## config.mk

```make
export PLATFORM = sky130hd
export DESIGN_NAME = fbr_link_monitor
export DESIGN_NICKNAME = d
export VERILOG_FILES = /design/src/hw/fbr_pkg.sv /design/src/hw/fbr_link_monitor.sv /design/src/hw/fbr_retimer.sv
export VERILOG_INCLUDE_DIRS = /design/src /design/src/hw
export SDC_FILE = /design/constraint.sdc
export NUM_CORES = 1
export LEC_CHECK = 0
export BUFFER_PORTS_ARGS = -buffer_cell sky130_fd_sc_hd__buf_2
export CORE_MARGIN = 4
export CORE_UTILIZATION = 25
export CTS_BUF_LIST = sky130_fd_sc_hd__clkbuf_8 sky130_fd_sc_hd__clkbuf_16
export DETAILED_ROUTE_END_ITERATION = 6
export GPL_TIMING_DRIVEN = 0
export MAX_ROUTING_LAYER = met4
export PLACE_DENSITY = 0.42
export SYNTH_ARGS = -nofsm -noshare
export SYNTH_HDL_FRONTEND = slang
export SYNTH_SLANG_ARGS = --single-unit
export TNS_END_PERCENT = 50
```

## constraint.sdc

```tcl
create_clock -name sys_clk -period 188.2 [get_ports sys_clk]
set_clock_uncertainty 0.05 [all_clocks]
set_input_delay 37.64 -clock sys_clk [delete_from_list [all_inputs] [get_ports sys_clk]]
set_output_delay 37.64 -clock sys_clk [all_outputs]
set_load 0.02 [all_outputs]
```

## src/hw/fbr_defines.svh

```systemverilog
`ifndef FBR_DEFINES_SVH
`define FBR_DEFINES_SVH
// Functional notes
// - Carry traffic both ways at any rate from 9600 bit/s to 12 Mbit/s.
// - Regenerate every forwarded bit from own timing at the detected rate.
// - Lock the rate on the first good frame from either side.
// - Release lock after threshold consecutive faulty frames or idle timeout.
// - Default settings release after 31 faulty frames or 5 s idle.
// - Without extended retry the threshold is selectable from 1 to 8.
// - With extended retry the threshold is 31, 63, 127 or 255.
// - Rate lock indicator lit while locked, dark when no rate identified.
// - Channel one indicator steady on link, blinks on light only, else off.
// - Electrical receive indicator blinks while electrical data is forwarded.
// - Optical receive indicator blinks while optical data is forwarded.
// - Local fail indicator steady on while own fibre link is down.
// - Remote fail indicator steady on while a far link is down.
// - Both fail indicators blink on hardware error or invalid switches.
// - All indicators on for about one second after power-up.
// - A switch limits the status output to local link failure only.
// - Check start delimiter of each frame; a bad one is a faulty frame.
// - Two switches select the idle timeout, default 5 s.
// - Status output normal while links up, fault on link or power loss.
// - With one fibre broken the unit still lit blinks channel one.
`define FBR_CLK_HZ 50000000
`define FBR_NUM_RATES 10
`define FBR_RATE0_BPS 9600
`define FBR_RATE1_BPS 19200
`define FBR_RATE2_BPS 45450
`define FBR_RATE3_BPS 93750
`define FBR_RATE4_BPS 187500
`define FBR_RATE5_BPS 500000
`define FBR_RATE6_BPS 1500000
`define FBR_RATE7_BPS 3000000
`define FBR_RATE8_BPS 6000000
`define FBR_RATE9_BPS 12000000
`define FBR_RATE_RST 4'h0
`define FBR_SD1 8'h10
`define FBR_SD2 8'h68
`define FBR_SD3 8'hA2
`define FBR_SD4 8'hDC
`define FBR_CHAR_BITS 4'hB
`define FBR_GAP_BITS 4'hB
`define FBR_EXT_THR0 8'h1F
`define FBR_EXT_THR1 8'h3F
`define FBR_EXT_THR2 8'h7F
`define FBR_EXT_THR3 8'hFF
`define FBR_TMO0_S 5
`define FBR_TMO1_S 1
`define FBR_TMO2_S 2
`define FBR_TMO3_S 10
`define FBR_POWERUP_MS 1000
`define FBR_BLINK_HZ 2
`define FBR_ACT_MS 500
`define FBR_POWERUP_CYC (`FBR_CLK_HZ / 1000 * `FBR_POWERUP_MS)
`define FBR_BLINK_CYC (`FBR_CLK_HZ / (2 * `FBR_BLINK_HZ))
`define FBR_ACT_CYC (`FBR_CLK_HZ / 1000 * `FBR_ACT_MS)
`define FBR_SW1_LOCAL_ONLY 0
`define FBR_SW1_EXT_N 1
`define FBR_SW2_TMO_LO 3
`define FBR_SW2_THR_LO 5
`endif

```

## src/hw/fbr_pkg.sv

```systemverilog
package fbr_pkg;
   typedef enum logic [1:0] {FBR_HUNT = 2'b00, FBR_LOCKED = 2'b01} fbr_lock_e;
   typedef enum logic {FBR_RT_IDLE = 1'b0, FBR_RT_CHAR = 1'b1} fbr_rt_e;
   typedef logic [3:0] fbr_rate_t;
   typedef logic [12:0] fbr_period_t;
   typedef struct packed {
      logic local_only;
      logic ext_n;
      logic [2:0] thr_sel;
      logic [1:0] tmo_sel;
   } fbr_sw_s;
   typedef struct packed {
      logic good;
      logic bad;
   } fbr_frame_s;
   typedef struct packed {
      logic power_indicator;
      logic rate_lock_indicator;
      logic channel_one_link_indicator;
      logic channel_two_link_indicator;
      logic electrical_receive_indicator;
      logic optical_receive_indicator;
      logic local_link_fail_indicator;
      logic remote_link_fail_indicator;
   } fbr_led_s;
endpackage : fbr_pkg

```

## src/hw/fbr_link_monitor.sv

```systemverilog
`timescale 1ns/1ps
`include "fbr_defines.svh"
module fbr_link_monitor #(
   parameter int CLK_HZ = `FBR_CLK_HZ,
   parameter int SEC_CYC = `FBR_CLK_HZ,
   parameter int POWERUP_CYC = `FBR_POWERUP_CYC,
   parameter int BLINK_CYC = `FBR_BLINK_CYC,
   parameter int ACT_CYC = `FBR_ACT_CYC
) (
   input wire logic sys_clk,
   input wire logic sys_rst,
   input wire logic el_rx,
   input wire logic fo_rx,
   input wire logic fo_signal_detect,
   input wire logic fo_link_up,
   input wire logic remote_link_fail,
   input wire logic hw_error,
   input wire logic [7:0] switch_bank_one,
   input wire logic [7:0] switch_bank_two,
   output logic el_tx,
   output logic el_tx_en,
   output logic fo_tx,
   output logic relay_energise,
   output fbr_pkg::fbr_led_s leds
);
   logic [21:0] meta, sync_q;
   logic el_rx_s, fo_rx_s, sig_det, link_up, remote_fail, hw_err;
   logic [7:0] s1, s2;
   fbr_pkg::fbr_sw_s sw;

   // Pins and switches are asynchronous to sys_clk
   always_ff @(posedge sys_clk or posedge sys_rst) begin
      if (sys_rst) begin
         meta <= 22'h3FFFFF;
         sync_q <= 22'h3FFFFF;
      end else begin
         meta <= {el_rx, fo_rx, fo_signal_detect, fo_link_up, remote_link_fail, hw_error,
                  switch_bank_one, switch_bank_two};
         sync_q <= meta;
      end
   end

   assign {el_rx_s, fo_rx_s, sig_det, link_up, remote_fail, hw_err, s1, s2} = sync_q;
   assign sw.local_only = s1[`FBR_SW1_LOCAL_ONLY];
   assign sw.ext_n = s1[`FBR_SW1_EXT_N];
   assign sw.thr_sel = s2[`FBR_SW2_THR_LO +: 3];
   assign sw.tmo_sel = s2[`FBR_SW2_TMO_LO +: 2];

   function automatic fbr_pkg::fbr_period_t period_of(input fbr_pkg::fbr_rate_t r);
      int bps;
      case (r)
         4'h0: bps = `FBR_RATE0_BPS;
         4'h1: bps = `FBR_RATE1_BPS;
         4'h2: bps = `FBR_RATE2_BPS;
         4'h3: bps = `FBR_RATE3_BPS;
         4'h4: bps = `FBR_RATE4_BPS;
         4'h5: bps = `FBR_RATE5_BPS;
         4'h6: bps = `FBR_RATE6_BPS;
         4'h7: bps = `FBR_RATE7_BPS;
         4'h8: bps = `FBR_RATE8_BPS;
         default: bps = `FBR_RATE9_BPS;
      endcase
      return 13'((CLK_HZ + bps / 2) / bps);
   endfunction : period_of

   function automatic logic [7:0] thresh_of(input fbr_pkg::fbr_sw_s s);
      if (!s.ext_n) begin
         case (s.thr_sel[1:0])
            2'h0: return `FBR_EXT_THR0;
            2'h1: return `FBR_EXT_THR1;
            2'h2: return `FBR_EXT_THR2;
            default: return `FBR_EXT_THR3;
         endcase
      end
      return {5'h00, s.thr_sel} + 8'h01;
   endfunction : thresh_of

   function automatic logic [31:0] tmo_of(input logic [1:0] sel);
      int secs;
      case (sel)
         2'h0: secs = `FBR_TMO0_S;
         2'h1: secs = `FBR_TMO1_S;
         2'h2: secs = `FBR_TMO2_S;
         default: secs = `FBR_TMO3_S;
      endcase
      return 32'(secs * SEC_CYC);
   endfunction : tmo_of

   fbr_pkg::fbr_rate_t rate, next_rate;
   fbr_pkg::fbr_lock_e lock, next_lock;
   fbr_pkg::fbr_frame_s el_fr, fo_fr;
   fbr_pkg::fbr_period_t period;
   logic [7:0] fault, next_fault, thresh;
   logic [31:0] idle, next_idle, tmo;
   logic el_busy, fo_busy, el2fo_tx, fo2el_tx, good, bad, locked, bad_cfg;

   assign period = period_of(rate);
   assign thresh = thresh_of(sw);
   assign tmo = tmo_of(sw.tmo_sel);
   // Extended mode has only four legal threshold codes
   assign bad_cfg = !sw.ext_n && sw.thr_sel[2];
   assign good = el_fr.good || fo_fr.good;
   assign bad = el_fr.bad || fo_fr.bad;
   assign locked = (lock == fbr_pkg::FBR_LOCKED);

   // Both directions share one detected rate
   fbr_retimer u_el2fo (
      .sys_clk(sys_clk),
      .sys_rst(sys_rst),
      .rx_line(el_rx_s),
      .bit_period(period),
      .tx_line(el2fo_tx),
      .busy(el_busy),
      .frame(el_fr)
   );

   fbr_retimer u_fo2el (
      .sys_clk(sys_clk),
      .sys_rst(sys_rst),
      .rx_line(fo_rx_s),
      .bit_period(period),
      .tx_line(fo2el_tx),
      .busy(fo_busy),
      .frame(fo_fr)
   );

   always_comb begin
      next_lock = lock;
      next_rate = rate;
      next_fault = fault;
      next_idle = idle;
      unique case (lock)
         fbr_pkg::FBR_HUNT: begin
            next_idle = 32'h0000_0000;
            next_fault = 8'h00;
            if (good) begin
               next_lock = fbr_pkg::FBR_LOCKED;
            end else if (bad) begin
               // Wrong rate garbles the delimiter, so try the next one
               next_rate = (rate == 4'(`FBR_NUM_RATES - 1)) ? `FBR_RATE_RST : rate + 4'h1;
            end
         end
         fbr_pkg::FBR_LOCKED: begin
            if (good) begin
               next_fault = 8'h00;
               next_idle = 32'h0000_0000;
            end else if (bad) begin
               next_idle = 32'h0000_0000;
               if ({1'b0, fault} + 9'h001 >= {1'b0, thresh}) begin
                  next_lock = fbr_pkg::FBR_HUNT;
               end else begin
                  next_fault = fault + 8'h01;
               end
            end else if (idle >= tmo - 32'h0000_0001) begin
               next_lock = fbr_pkg::FBR_HUNT;
            end else begin
               next_idle = idle + 32'h0000_0001;
            end
         end
         default: next_lock = fbr_pkg::FBR_HUNT;
      endcase
   end

   always_ff @(posedge sys_clk or posedge sys_rst) begin
      if (sys_rst) begin
         lock <= fbr_pkg::FBR_HUNT;
         rate <= `FBR_RATE_RST;
         fault <= 8'h00;
         idle <= 32'h0000_0000;
      end else begin
         lock <= next_lock;
         rate <= next_rate;
         fault <= next_fault;
         idle <= next_idle;
      end
   end

   logic [31:0] pcnt, next_pcnt, bcnt, next_bcnt, el_act, next_el_act, fo_act, next_fo_act;
   logic phase, next_phase, pwr_on, err, next_relay;
   fbr_pkg::fbr_led_s next_leds;

   assign pwr_on = (pcnt != 32'(POWERUP_CYC));
   assign err = hw_err || bad_cfg;

   always_comb begin
      next_pcnt = pwr_on ? pcnt + 32'h0000_0001 : pcnt;
      next_phase = phase;
      next_bcnt = bcnt + 32'h0000_0001;
      if (bcnt >= 32'(BLINK_CYC - 1)) begin
         next_bcnt = 32'h0000_0000;
         next_phase = !phase;
      end
      // Stretch covers a whole blink period so a short frame shows
      next_el_act = el_busy ? 32'(ACT_CYC) : (el_act != 32'h0 ? el_act - 32'h1 : el_act);
      next_fo_act = fo_busy ? 32'(ACT_CYC) : (fo_act != 32'h0 ? fo_act - 32'h1 : fo_act);
      next_leds.power_indicator = 1'b1;
      next_leds.rate_lock_indicator = locked;
      next_leds.channel_one_link_indicator = link_up || (sig_det && phase);
      next_leds.channel_two_link_indicator = 1'b0;
      next_leds.electrical_receive_indicator = (el_act != 32'h0) && phase;
      next_leds.optical_receive_indicator = (fo_act != 32'h0) && phase;
      next_leds.local_link_fail_indicator = err ? phase : !link_up;
      next_leds.remote_link_fail_indicator = err ? phase : remote_fail;
      if (pwr_on) next_leds = '1;
      // Relay drops on failure; on power loss it drops by itself
      next_relay = !(!link_up || (!sw.local_only && remote_fail));
   end

   always_ff @(posedge sys_clk or posedge sys_rst) begin
      if (sys_rst) begin
         pcnt <= 32'h0000_0000;
         bcnt <= 32'h0000_0000;
         phase <= 1'b0;
         el_act <= 32'h0000_0000;
         fo_act <= 32'h0000_0000;
         leds <= '0;
         relay_energise <= 1'b0;
         el_tx <= 1'b1;
         el_tx_en <= 1'b0;
         fo_tx <= 1'b1;
      end else begin
         pcnt <= next_pcnt;
         bcnt <= next_bcnt;
         phase <= next_phase;
         el_act <= next_el_act;
         fo_act <= next_fo_act;
         leds <= next_leds;
         relay_energise <= next_relay;
         el_tx <= fo2el_tx;
         el_tx_en <= fo_busy;
         fo_tx <= el2fo_tx;
      end
   end
endmodule : fbr_link_monitor

```

## src/hw/fbr_retimer.sv

```systemverilog
`timescale 1ns/1ps
`include "fbr_defines.svh"
module fbr_retimer (
   input wire logic sys_clk,
   input wire logic sys_rst,
   input wire logic rx_line,
   input fbr_pkg::fbr_period_t bit_period,
   output logic tx_line,
   output logic busy,
   output fbr_pkg::fbr_frame_s frame
);
   fbr_pkg::fbr_rt_e state, next_state;
   logic [12:0] cnt, next_cnt;
   logic [3:0] bitn, next_bitn, gap, next_gap;
   logic [10:0] sh, next_sh;
   logic first, next_first, prev, next_tx;
   fbr_pkg::fbr_frame_s next_frame;

   // Start low, stop high, even parity, data one of the delimiters
   function automatic logic delim_ok(input logic [10:0] c);
      logic hit;
      hit = c[8:1] == `FBR_SD1 || c[8:1] == `FBR_SD2 || c[8:1] == `FBR_SD3 || c[8:1] == `FBR_SD4;
      return !c[0] && c[10] && !(^c[9:1]) && hit;
   endfunction : delim_ok

   always_comb begin
      next_state = state;
      next_cnt = cnt;
      next_bitn = bitn;
      next_gap = gap;
      next_sh = sh;
      next_first = first;
      next_tx = tx_line;
      next_frame = '0;
      unique case (state)
         fbr_pkg::FBR_RT_IDLE: begin
            next_tx = 1'b1;
            if (prev && !rx_line) begin
               next_state = fbr_pkg::FBR_RT_CHAR;
               next_cnt = {1'b0, bit_period[12:1]};
               next_bitn = 4'h0;
            end else if (rx_line) begin
               // A frame head is the first character after a full idle gap
               if (cnt >= bit_period - 13'h0001) begin
                  next_cnt = 13'h0000;
                  if (gap != `FBR_GAP_BITS) next_gap = gap + 4'h1;
                  else next_first = 1'b1;
               end else begin
                  next_cnt = cnt + 13'h0001;
               end
            end else begin
               next_cnt = 13'h0000;
            end
         end
         fbr_pkg::FBR_RT_CHAR: begin
            if (cnt == 13'h0000) begin
               // Bit driven from own mid-bit sample and own period
               next_sh = {rx_line, sh[10:1]};
               next_tx = rx_line;
               next_cnt = bit_period - 13'h0001;
               next_bitn = bitn + 4'h1;
               if (bitn == 4'h0 && rx_line) begin
                  next_state = fbr_pkg::FBR_RT_IDLE;
                  next_tx = 1'b1;
                  next_frame.bad = first;
                  next_first = 1'b0;
                  next_gap = 4'h0;
                  next_cnt = 13'h0000;
               end else if (bitn == `FBR_CHAR_BITS - 4'h1) begin
                  next_state = fbr_pkg::FBR_RT_IDLE;
                  next_frame.good = first && delim_ok(next_sh);
                  next_frame.bad = first && !delim_ok(next_sh);
                  next_first = 1'b0;
                  next_gap = 4'h0;
                  next_cnt = 13'h0000;
               end
            end else begin
               next_cnt = cnt - 13'h0001;
            end
         end
      endcase
   end

   always_ff @(posedge sys_clk or posedge sys_rst) begin
      if (sys_rst) begin
         state <= fbr_pkg::FBR_RT_IDLE;
         cnt <= 13'h0000;
         bitn <= 4'h0;
         gap <= 4'h0;
         sh <= 11'h7FF;
         first <= 1'b1;
         prev <= 1'b1;
         tx_line <= 1'b1;
         frame <= '0;
      end else begin
         state <= next_state;
         cnt <= next_cnt;
         bitn <= next_bitn;
         gap <= next_gap;
         sh <= next_sh;
         first <= next_first;
         prev <= rx_line;
         tx_line <= next_tx;
         frame <= next_frame;
      end
   end

   assign busy = (state == fbr_pkg::FBR_RT_CHAR);
endmodule : fbr_retimer

```

=== Yosys cells after proc, flatten, opt, wreduce, memory -nomap -nowiden ===
Memories as Yosys holds them, arrays and structs flattened.
Cells that the tools add are included.

* Flip-flop bits (word level): 307
* Bits in read-only memories: 368
* Input port bits: 24
* Output and inout port bits: 12
* Word-level logic and storage cells: 291
* Memories: 1

{| class="wikitable"
|+ Memories
! name !! words !! bits a word !! read ports !! clocked after memory_dff !! write ports !! line !! text
|-
| (name not given) || 16 || 23 || 1 || 0 || 0 || fbr_link_monitor.sv:51 || <nowiki>case (r)</nowiki>
|}

* Add/subtract/negate cells: 21
* Multiply operators: 1
* Divide/modulo/power cells: 1
* $lt $le $gt $ge: 5
* Eq/ne operators: 42
* Muxes and demuxes: 104
* Bitwise operators: 4
* Reduce and logical (&&, ||, !) cells: 69

{| class="wikitable"
|+ Operators with widths
! operator !! number
|-
| 2-to-1 mux 32 bit || 8
|-
| 2-to-1 mux 13 bit || 12
|-
| adder 32 x 1 -> 32 bit (second input constant) || 3
|-
| subtractor 32 x 1 -> 32 bit (second input constant) || 3
|-
| 2-to-1 mux 4 bit || 19
|-
| case mux 32 bit (2 select lines) || 1
|-
| nonzero test 32 bit || 2
|-
| case mux 13 bit (2 select lines) || 2
|-
| subtractor 13 x 1 -> 13 bit (second input constant) || 3
|-
| adder 27 x 32 -> 32 bit (first input constant) || 1
|-
| adder 32 x 1 -> 32 bit || 1
|-
| divider 32 x 32 -> 32 bit || 1
|-
| == test 8 bit (second input constant) || 4
|-
| greater-or-equal comparator 32 x 24 -> 1 bit (second input constant) || 1
|-
| greater-or-equal comparator 32 bit || 1
|-
| multiplier 32 x 20 -> 25 bit (second input constant) || 1
|-
| 2-to-1 mux 1 bit || 32
|-
| 2-to-1 mux 8 bit || 4
|-
| != test 32 x 26 -> 1 bit (second input constant) || 1
|-
| case mux 4 bit (2 select lines) || 4
|-
| adder 13 x 1 -> 13 bit (second input constant) || 2
|-
| greater-or-equal comparator 13 bit || 2
|-
| zero test 13 bit || 2
|-
| case mux 8 bit (3 select lines) || 1
|-
| 34 further kinds || 136
|}

=== Logic depth before layout (Yosys ltp) ===
Gate-level depths: netlist of the first run.

* Depth in word-level cells: 11
* Mapped depth: 352
* Gate-level depth less buffers: 321

=== Hierarchy ===
From an unflattened synthesis of the first run, not the netlist that was laid out.

* Cell total of the unflattened synthesis: 5022
* Area total of the unflattened synthesis: 39918.3 um2

{| class="wikitable"
|+ By module, submodules not included
! module !! instances !! cells an instance !! area each (um2) !! sequential area each (um2)
|-
| fbr_link_monitor || 1 || 4365 || 34149.0 || 5340.1
|-
| fbr_retimer (u_fo2el) || 1 || 343 || 2925.3 || 942.2
|-
| fbr_retimer (u_el2fo) || 1 || 314 || 2844.0 || 942.2
|}

=== Least setup slack after synthesis of the first run ===
Ideal clock, no wire load.

* Kind: flip-flop to flip-flop
* From: register rate[2]
* To: register u_el2fo.cnt[5]
* Setup time: 0.101 ns
* Arrival: 69.385 ns
* Required time: 188.049 ns
* Slack: 118.664 ns
* Cell stages (with the launch flop): 329
* Buffers on the path: 45
* Period minus slack after synthesis: 69.536 ns
* Cell sequence: dfrtp_1 buf_2 clkbuf_1 clkbuf_1 a21oi_1 o21ai_0 ha_1 nand2_1 or4_1 inv_1 nand2_1 ha_1 o21a_1 nor4_1 o311ai_0 nand2_1 mux2_2 ha_1 [293 not listed] nor3_1 ha_1 ha_1 nor2b_1 o21ai_0 nand2b_1 a21oi_1 nor2b_1 o21ai_0 nand2_1 a21o_1 a21oi_1 inv_1 a311oi_1 o21ai_1 nor2_1 a221oi_1 nor4_1

* Cells in the longest elaborated chain, start to end: 10
* Elaborated cells between the ends (all ways): 13
* Those cells by class: 3 x add/sub; 1 x div; 1 x order compare; 7 x mux; 1 x memory

{| class="wikitable"
|+ Ends and longest elaborated chain
! item !! line !! text
|-
| from (decl) || fbr_link_monitor.sv:89 || <nowiki>fbr_pkg::fbr_rate_t rate, next_rate;</nowiki>
|-
| from (signal assigned) || fbr_link_monitor.sv:167 || <nowiki>rate <= `FBR_RATE_RST;</nowiki>
|-
| from (signal assigned) || fbr_link_monitor.sv:172 || <nowiki>rate <= next_rate;</nowiki>
|-
| memory (16 x 23 bit) * || - ||
|-
| adder 32 x 1 -> 32 bit (no line) || - ||
|-
| adder 27 x 32 -> 32 bit || fbr_link_monitor.sv:63 || <nowiki>return 13'((CLK_HZ + bps / 2) / bps);</nowiki>
|-
| divider 32 x 32 -> 32 bit * || fbr_link_monitor.sv:63 ||
|-
| subtractor 13 x 1 -> 13 bit || fbr_retimer.sv:44, fbr_retimer.sv:60 ||
|-
| greater-or-equal comparator 13 bit || fbr_retimer.sv:44 || <nowiki>if (cnt >= bit_period - 13'h0001) begin</nowiki>
|-
| 2-to-1 mux 13 bit || fbr_retimer.sv:44 ||
|-
| 2-to-1 mux 13 bit || fbr_retimer.sv:42 || <nowiki>end else if (rx_line) begin</nowiki>
|-
| 2-to-1 mux 13 bit || fbr_retimer.sv:38 || <nowiki>if (prev && !rx_line) begin</nowiki>
|-
| case mux 13 bit (2 select lines) * || fbr_retimer.sv:35 || <nowiki>unique case (state)</nowiki>
|-
| via u_el2fo.next_cnt[5] || fbr_retimer.sv:13 || <nowiki>logic [12:0] cnt, next_cnt;</nowiki>
|-
| to (signal assigned) || fbr_retimer.sv:97 || <nowiki>cnt <= next_cnt;</nowiki>
|-
| to (decl) || fbr_retimer.sv:13 ||
|}

The timed path passes the listed nets; every way through them passes the cells marked *.
A chain may end at the register's enable or synchronous reset.

=== Final worst setup path of the first run ===
* From: register rate[0]
* To: register u_el2fo.cnt[5]

Same word-level chain as after synthesis.

==> results of run 1 <==
## worst paths after layout
path,from,end,slack [ps],cells past startpoint
worst min register to register,meta[4],sync_q[4],300,0
worst min-delay path,meta[4],sync_q[4],300,0
worst max-delay path,rate[0],u_el2fo.cnt[5],92940,328
worst max register to register,rate[0],u_el2fo.cnt[5],92940,328
min in group asynchronous,sys_rst,idle[19],36950,2
max in group asynchronous,sys_rst,u_fo2el.sh[4],149930,4
## routing by layer
| metal | global-route usage, % | vias up | share of wire [%] |
|---|---|---|---|
| li1 | - | 18953 | - |
| met1 | 22.12 | 18190 | 49 |
| met2 | 26.40 | 609 | 45 |
| met3 | 1.025 | 150 | 2.8 |
| met4 | 4.007 | 0 | 2.7 |
| met5 | - | - | 0 |
## final cells by class
class | count | area (um2) | share of cell area [%]
Buffer | 147 | 585.6 | 1.316
Multi-Input combinational cell | 4470 | 31590 | 71.01
Clock inverter | 23 | 232.7 | 0.5232
Timing Repair Buffer | 45 | 538.0 | 1.210
Clock buffer | 45 | 1036 | 2.329
Inverter | 180 | 683.2 | 1.536
Sequential cell | 286 | 7224 | 16.24
Tap cell | 2072 | 2592 | 5.829
## cells by family after synthesis
logic type                 count (synthesis)
DFF                                      286
xor gates and xnor gates                 435
adders and majority gates                564
and+or+nand+nor                         1864
muxes                                    172
AOI/OAI and AO/OA                       1418
buffers and inverters                    327
other                                      2
## metrics by stage
step | setup slack (ps) | hold WS (ps) | cells
3_5_place_dp | 93130 | 296.8 | 7200
6_report | 92940 | 304.0 | 7268
4_1_cts | 92810 | 304.9 | 7268
3_3_place_gp | 89880 | 295.5 | 7181
5_1_grt | 86450 | 307.7 | 7268
2_1_floorplan | 118660 | 295.2 | 5083
## synthesized netlist by cell type (16+ instances only)
| master | number |
|---|---|
| nor3_1 | 160 |
| nand2b_1 | 50 |
| a221oi_1 | 18 |
| buf_2 | 18 |
| and2_1 | 48 |
| a21oi_1 | 339 |
| nand4_1 | 59 |
| inv_1 | 177 |
| or3_1 | 69 |
| o21a_1 | 154 |
| o211ai_1 | 48 |
| dfrtp_1 | 232 |
| nand3b_1 | 23 |
| xor2_1 | 169 |
| and3_1 | 50 |
| nand3_1 | 168 |
| nand2_1 | 450 |
| or2_2 | 48 |
| a21o_1 | 129 |
| a31oi_1 | 49 |
| a211oi_1 | 38 |
| ha_1 | 563 |
| nor2b_1 | 57 |
| dfstp_2 | 54 |
| nor4_1 | 47 |
| mux2_2 | 143 |
| nor2_1 | 537 |
| clkbuf_1 | 112 |
| a211o_1 | 20 |
| o21bai_1 | 20 |
| mux2i_1 | 26 |
| xnor2_1 | 266 |
| o31ai_1 | 54 |
| a31o_2 | 17 |
| o2111ai_1 | 16 |
| or4_1 | 23 |
| o21ai_0 | 277 |
## sequential cells by signal (all words and copies together), names as in the netlist, 2 cells and up
register       cells
bcnt              32
el_act            32
fault              8
fo_act            32
idle              32
leds               8
meta              13
pcnt              32
rate               4
sync_q            13
u_el2fo.bitn       4
u_el2fo.cnt       13
u_el2fo.frame      2
u_el2fo.gap        4
u_el2fo.sh        10
u_fo2el.bitn       4
u_fo2el.cnt       13
u_fo2el.frame      2
u_fo2el.gap        4
u_fo2el.sh        10
## worst reg2reg max path, delay by kind of cell, from the launching register on
kind | cells | cell delay (ps)
multiplexers | 2 | 870
buffers and inverters | 54 | 22650
AO/OA/AOI/OAI | 176 | 46460
XOR/XNOR | 1 | 530
flip-flops | 1 | 410
adder cells (fa/ha/maj) | 28 | 9100
AND/OR/NAND/NOR | 67 | 15090
==> impl_metrics.json, run 1 <==
{
  "outcome": "finished, final reports clean",
  "synth_top_cell_area_share_pct": 17.64,
  "rsz0062_at_grt": "false",
  "synth_cell_types": 116,
  "track_usage_pct": 16.27,
  "clk_transition_reported_paths_ps": 70,
  "fin_crit_sh_pct": 50.62,
  "end_kind": "register",
  "syn_area_per_cell_um2": 7.879,
  "cp-start-kind": "register",
  "synthCells": 5068,
  "path_delay_family": "compound AO/OA/AOI/OAI gates",
  "critical_path_arrival_ps": 95670,
  "setup_tns_ps": 0,
  "final_util_pct": 28.05,
  "cpMostUsedCell": "o21a_1",
  "slew_violations": 0,
  "critPathBufInv": 54,
  "cts.root.buffer_cell": "clkbuf_16",
  "critPathMaxFanout": 14,
  "fmax_mhz": 10.50,
  "synth-simple-area-share_pct": 22.64,
  "synth_fa_ha_area_share_pct": 17.67,
  "cts_tree": "built",
  "relSlewSlack_pct": 8.776,
  "antenna_found_initial": 2,
  "start_util_pct": 25.18,
  "post_drt_wl_per_cell_um": 18.75,
  "synth_ff_type": "dfrtp_1",
  "crit_type": "reg2reg",
  "via_count": 37902,
  "drt-total-wl_mm": 136.3,
  "synth_compound_area_share_pct": 24.06,
  "place_area_um2": 43210,
  "cts-buffers-inserted": 37,
  "rows": 146,
  "die-area_um2": 166200,
  "clock_path_buffers": 3,
  "antenna-diode-count": 0,
  "globalplace.congestion": 0.8956,
  "yosysSeqAreaShare_pct": 18.09,
  "final_nets": 5754,
  "hold_viol": 0,
  "fillers": 17202,
  "async_flop_share_pct": 100.0,
  "setup_viol": 0,
  "cts_setup_buffers": 0,
  "cts.sinks": 286,
  "drc": 0,
  "drv_cap": 0,
  "synth.cell_area_um2": 39930,
  "drtIter0Drc": 2197,
  "yosys-mux-area-fraction_pct": 4.816,
  "yosys-top-cells-area": "ha_1 (18%), dfrtp_1 (15%), xnor2_1 (5.8%), nor2_1 (5.0%), a21oi_1 (4.2%)",
  "antenna_left": 0,
  "mostFrequentLayoutCell": "ha_1",
  "clkLatencyLatePin_ps": 560,
  "drtPass1Iterations": 7,
  "first_global_vias": 36910,
  "synth_top_family_by_area": "compound AO/OA/AOI/OAI gates",
  "cts_htree_levels": 2,
  "layout-drive-gt1-share_pct": 8.891,
  "synth.largest_area_cell": "ha_1",
  "cts_resized": 0,
  "cpMaxStageDelayCell": "o311ai_0",
  "tightest_slew_ps": 1368,
  "fin_crit_ps": 95260,
  "yosysWarnings": 0,
  "vias_per_cell": 5.215,
  "dp_hpwl_mm": 108.8,
  "io_pins": 36,
  "min_path_type": "reg2reg",
  "grt_pass1_wl_mm": 213.6,
  "core_region_area_um2": 158600,
  "final_area_um2": 44480,
  "fp.dieW_um": 407.6,
  "slowest_delay_ps": 930,
  "synth_seq_cells": 286,
  "layout_common_cells": "ha_1 (563), nor2_1 (533), nand2_1 (448)",
  "grt-ovfl-total": 0,
  "grt_max_degree": 101,
  "numPortBuffers": 26,
  "synth-xor-area-share_pct": 9.542,
  "die_h_um": 407.6,
  "cp.required_ps": 188610,
  "synth-edff-count": 0,
  "area_growth_pct": 11.40,
  "postCtsHoldBufs": 0
}
Power of run 1 is left out: the tool's default activity adds up to more than one toggle a clock period on the data nets, which glitch-free logic cannot reach.
==> run 2, diff against run 1 <==
--- a/config.mk
+++ b/config.mk
@@ -6,6 +6,7 @@
 export SDC_FILE = /design/constraint.sdc
 export NUM_CORES = 1
 export LEC_CHECK = 0
+export ABC_AREA = 1
 export BUFFER_PORTS_ARGS = -buffer_cell sky130_fd_sc_hd__buf_2
 export CORE_MARGIN = 4
 export CORE_UTILIZATION = 25
@@ -13,7 +14,7 @@
 export DETAILED_ROUTE_END_ITERATION = 6
 export GPL_TIMING_DRIVEN = 0
 export MAX_ROUTING_LAYER = met4
-export PLACE_DENSITY = 0.42
+export PLACE_DENSITY = 0.44
 export SYNTH_ARGS = -nofsm -noshare
 export SYNTH_HDL_FRONTEND = slang
 export SYNTH_SLANG_ARGS = --single-unit
==> constraint.sdc (replaced) <==
create_clock -name sys_clk -period 78.8 [get_ports sys_clk]
set_clock_uncertainty 0.05 [all_clocks]
set_input_delay 15.76 -clock sys_clk [delete_from_list [all_inputs] [get_ports sys_clk]]
set_output_delay 15.76 -clock sys_clk [all_outputs]
set_load 0.02 [all_outputs]
==> run 2 against run 1 <==
Effect of this change:
- hold slack worse by 19 ps
- synthesized cell count rose by 17%
- area after synthesis down 0.80%
- largest cell class unchanged
- critical path depth rose by 213
==> impl_metrics.json, run 2 <==
{
  "critical_path_arrival_ps": 72690,
  "drc": 0,
  "grt-ovfl-total": 0,
  "outcome": "finished, final reports clean",
  "mostFrequentLayoutCell": "nand2_1",
  "final_nets": 6687,
  "synth_top_cell_area_share_pct": 17.78,
  "drv_cap": 0,
  "fillers": 17106,
  "cts_tree": "built",
  "start_util_pct": 25.24,
  "track_usage_pct": 14.51,
  "fin_ws_ps": 6499,
  "antenna-diode-count": 0,
  "via_count": 37912,
  "globalplace.congestion": 0.8328,
  "pre_cts_ws_ps": -11150,
  "post_drt_wl_per_cell_um": 14.64,
  "antenna_found_initial": 0,
  "grt_max_degree": 116,
  "cts.root.buffer_cell": "clkbuf_16",
  "slew_violations": 0,
  "io_pins": 36,
  "cp.required_ps": 79190,
  "synthCells": 5939,
  "cts_htree_levels": 2,
  "fp.dieW_um": 406.0,
  "clkLatencyLatePin_ps": 570,
  "ff2ff_path_depth": 541,
  "synth_cell_types": 87,
  "die_h_um": 406.0,
  "synth_ff_type": "dfrtp_1",
  "synth-edff-count": 0,
  "clock_path_buffers": 3,
  "yosysSeqAreaShare_pct": 18.24,
  "cts-buffers-inserted": 37,
  "synth_common_cells": "nand2_1 (1322), inv_1 (878), ha_1 (563), a21oi_1 (481), nor2_1 (437)",
  "area_growth_pct": 15.25,
  "critPathMaxFanout": 14,
  "die-area_um2": 164900,
  "setup_viol": 0,
  "critPathLaunch": "rate[0]",
  "core_region_area_um2": 156900,
  "fin_cells": 8185,
  "tightest_slew_ps": 1171,
  "synth.largest_area_cell": "ha_1",
  "first_global_vias": 36356,
  "r2r_slack_ps": 6500,
  "grt_pass1_wl_mm": 191.1,
  "fin_crit_ps": 72300,
  "cpMostUsedCell": "nand2_1",
  "postCtsHoldBufs": 0,
  "cpMaxStageDelayCell": "dfrtp_2",
  "slowest_delay_ps": 440,
  "syn_area_per_cell_um2": 6.669,
  "vias_per_cell": 4.632,
  "numPortBuffers": 26,
  "r2r-end": "u_fo2el.gap[0]",
  "place_inst": 8051,
  "drt-total-wl_mm": 119.8,
  "synth.cell_area_um2": 39610,
  "fin_crit_sh_pct": 91.75,
  "rows": 145,
  "yosys-top-cells-area": "ha_1 (18%), dfrtp_1 (15%), nand2_1 (13%), inv_1 (8.3%), a21oi_1 (6.1%)",
  "drtPass1Iterations": 6,
  "multiInputGateArea_um2": 29360,
  "yosysWarnings": 0,
  "hold_viol": 0,
  "layout_common_cells": "nand2_1 (1307), inv_1 (867), ha_1 (560)",
  "crit_end": "u_fo2el.gap[0]",
  "async_flop_share_pct": 100.0,
  "cts.sinks": 286,
  "crit_type": "reg2reg",
  "fmax_mhz": 13.83,
  "relSlewSlack_pct": 21.95,
  "drtIter0Drc": 2083,
  "synth_most_common_cell": "nand2_1",
  "cp-start-kind": "register",
  "end_kind": "register",
  "seq_area_um2": 7228,
  "dp_hpwl_mm": 93.98,
  "timing.rr.start": "rate[0]",
  "layout-drive-gt1-share_pct": 11.88,
  "synth_seq_cells": 286,
  "min_path_type": "reg2reg",
  "antenna_left": 0,
  "setup_tns_ps": 0,
  "final_util_pct": 29.09,
  "clk_transition_reported_paths_ps": 60
}
==> run 2: changes by cell type after synthesis, moves of 57 or more <==
cell and change:
o21ai_0 +156, nand3_1 +130, inv_1 +701, or3_1 -63
o21a_1 -130, mux2_2 -143, clkbuf_1 -57, nand2_1 +872
xnor2_1 -131, nor2_1 -100, nor2b_1 -57, a21o_1 -107
a21oi_1 +142, xor2_1 +75
==> run 2: worst min path at each step <==
stage                         from    endpoint  slack [ps]  cells after the start
after detailed placement  meta[18]  sync_q[18]         300                      0
after floorplan           meta[16]  sync_q[16]         300                      0
after global placement     meta[8]   sync_q[8]         300                      0
after CTS                 meta[19]  sync_q[19]         280                      0
after global routing      meta[19]  sync_q[19]         290                      0
final                     meta[19]  sync_q[19]         280                      0
==> run 2: through the flow <==
stage	hold WS (ps)	cell area [um2]
floorplan	295.2	39670
global placement	295.9	42370
detailed placement	296.8	42690
CTS	279.5	44670
global route	290.4	45650
finish	285.0	45650
==> run 2: repair_timing <==
action | 4_1_cts | 5_1_grt
pin swaps | 14 | 60
gates cloned | 3 | 0
endpoints found under the setup margin | 36 | 36
buffers inserted | 21 | 46
resized for setup | 164 | 221
==> run 2: metal layers <==
metal  track usage (%)  vias up  part of all wire, %  routed length (um)
met5                 -        -                    0                   0
met4             2.909        0                  2.0                2375
met3            0.9937      125                  2.2                2627
met2             24.77      376                   47               56760
met1             18.93    17419                   48               58050
li1                  -    19992                    -                   -
==> run 2: cell families (layout without fill, tap and decap cells) <==
family | after synthesis | in the layout | share of synthesized area [%]
flip-flops | 286 | 286 | 18.24
adder cells (fa/ha/maj) | 563 | 563 | 17.78
XOR/XNOR | 379 | 379 | 8.380
buffers and inverters | 1005 | 1175 | 10.31
AND/OR/NAND/NOR | 2522 | 2525 | 28.59
other | 2 | 17 | 0.01896
AO/OA/AOI/OAI | 1180 | 1180 | 16.63
multiplexers | 2 | 2 | 0.05054
==> run 2: final cells by class <==
type / count / area share, %
Sequential cell: 286 / 15.83
Clock inverter: 26 / 0.6414
Multi-Input combinational cell: 4666 / 64.32
Inverter: 908 / 7.699
Tap cell: 2058 / 5.641
Buffer: 95 / 1.784
Timing Repair Buffer: 106 / 1.960
Clock buffer: 40 / 2.119
==> run 2: critical path, delay by kind of cell (launching register included) <==
kind | cells | cell delay [ps]
buffers and inverters | 114 | 12550
xor gates and xnor gates | 1 | 220
and+or+nand+nor | 222 | 23230
AOI/OAI and AO/OA | 175 | 26910
DFF | 1 | 440
adders and majority gates | 29 | 8500
Power of run 2 is left out for the same reason.
==> run 3, diff against run 2 <==
--- a/config.mk
+++ b/config.mk
@@ -11,8 +11,9 @@
 export CORE_MARGIN = 4
 export CORE_UTILIZATION = 25
 export CTS_BUF_LIST = sky130_fd_sc_hd__clkbuf_8 sky130_fd_sc_hd__clkbuf_16
+export CTS_CLUSTER_SIZE = 30
 export DETAILED_ROUTE_END_ITERATION = 6
-export GPL_TIMING_DRIVEN = 0
+export GPL_TIMING_DRIVEN = 1
 export MAX_ROUTING_LAYER = met4
 export PLACE_DENSITY = 0.44
 export SYNTH_ARGS = -nofsm -noshare
==> run 3 against run 2 <==
Effect of this change:
- routed wire length is 0.18% higher
- utilization is 0.62 points lower
- hold slack better by 10 ps
- global-route usage is 0.25 points higher
- critical path depth is 26 lower
- die area stayed put
- highest routed layer unchanged
- final cell count is 0.16% lower
- setup slack better by 1700 ps
- critical path type unchanged
==> impl_metrics.json, run 3 (same netlist as run 2, synthesis figures left out) <==
{
  "relSlewSlack_pct": 23.47,
  "cts_tree": "built",
  "die-area_um2": 164900,
  "die_h_um": 406.0,
  "first_global_vias": 36087,
  "r2r_slack_ps": 8200,
  "ff2ff_path_depth": 515,
  "clk_transition_reported_paths_ps": 60,
  "final_nets": 6674,
  "fin_crit_sh_pct": 89.60,
  "cts.sinks": 286,
  "hold_viol": 0,
  "antenna-diode-count": 0,
  "pre_cts_ws_ps": 2332,
  "whs_endpoint": "sync_q[6]",
  "cts.root.buffer_cell": "clkbuf_16",
  "hold_path_depth": 0,
  "layout-drive-gt1-share_pct": 10.26,
  "start_util_pct": 25.24,
  "slowest_delay_ps": 560,
  "antenna_left": 0,
  "cts-buffers-inserted": 35,
  "cpMostUsedCell": "nand2_1",
  "fin_crit_ps": 70600,
  "r2r-end": "u_el2fo.first",
  "grt_pass1_wl_mm": 193.6,
  "grt_max_degree": 112,
  "track_usage_pct": 14.75,
  "drt-total-wl_mm": 120.0,
  "globalplace.congestion": 0.8482,
  "fp.dieW_um": 406.0,
  "io_pins": 36,
  "drtPass1Iterations": 5,
  "crit_type": "reg2reg",
  "slew_violations": 0,
  "area_growth_pct": 12.81,
  "vias_per_cell": 4.628,
  "cts_htree_levels": 2,
  "outcome": "finished, final reports clean",
  "clock_path_buffers": 3,
  "mostFrequentLayoutCell": "nand2_1",
  "drtIter0Drc": 2013,
  "drc": 0,
  "grt-ovfl-total": 0,
  "fillers": 17299,
  "cp.required_ps": 79230,
  "rows": 145,
  "numPortBuffers": 26,
  "cp-start-kind": "register",
  "core_region_area_um2": 156900,
  "antenna_found_initial": 2,
  "drv_cap": 0,
  "fmax_mhz": 14.16,
  "end_kind": "register",
  "via_count": 37821,
  "critPathMaxFanout": 32,
  "critical_path_arrival_ps": 71030,
  "tightest_slew_ps": 1144,
  "dp_hpwl_mm": 92.52,
  "hold_path_startpoint": "meta[6]",
  "min_path_type": "reg2reg",
  "cpMaxStageDelayCell": "o21ai_0",
  "layout_common_cells": "nand2_1 (1314), inv_1 (872), ha_1 (563)",
  "post_drt_wl_per_cell_um": 14.69,
  "timing.rr.start": "rate[1]",
  "setup_viol": 0,
  "clkLatencyLatePin_ps": 560,
  "fin_ws_ps": 8197
}
==> run 3: final cells by class <==
class / count / area, um2 / area share [%]
clock inverter: 20 / 197.7 / 0.4424
inverter: 908 / 3505 / 7.843
tap: 2058 / 2575 / 5.763
multi-input combinational: 4663 / 28720 / 64.27
timing repair buffer: 193 / 1460 / 3.268
clock buffer: 44 / 999.7 / 2.237
sequential: 286 / 7227 / 16.17
==> run 3: worst max-delay path by stage <==
stage	from	endpoint	slack (ps)
floorplan	rate[1]	u_fo2el.gap[0]	7960
global placement	rate[0]	u_el2fo.gap[1]	2340
detailed placement	rate[0]	u_el2fo.gap[0]	2330
CTS	rate[0]	u_el2fo.gap[3]	1980
global route	rate[0]	u_fo2el.gap[0]	-50
finish	rate[1]	u_el2fo.first	8200
==> run 3: critical path: cells and delay by family (launching register included) <==
kind | cells | cell delay, ps
simple gates | 220 | 23040
compound gates | 173 | 28950
xor+xnor | 1 | 310
flops | 1 | 490
fa+ha+maj | 28 | 8430
buf+inv | 92 | 8840
mux | 1 | 220
==> run 3: stage by stage <==
stage	hold slack [ps]	TNS [ps]	area (um2)	utilization (%)	instances
6_report	295.0	0	44680	28.47	8172
4_1_cts	293.2	0	44120	28.11	8152
2_1_floorplan	295.2	0	39670	-	5954
3_3_place_gp	297.0	0	42920	27.35	8088
3_5_place_dp	296.8	0	42920	27.35	8088
5_1_grt	298.7	-179.0	44680	28.47	8172
==> run 3: what timing repair did <==
item / CTS / global route
resized for setup: 0 / 122
hold buffers: 0 / 0
setup buffers: 0 / 20
setup endpoints to repair: 0 / 36
==> run 3: per-layer routing <==
layer,routed length (um),GRT usage [%]
met1,59800,20.12
met2,55250,24.38
met3,3353,1.108
met4,1627,2.239
met5,0,-
Power of run 3 is left out for the same reason.
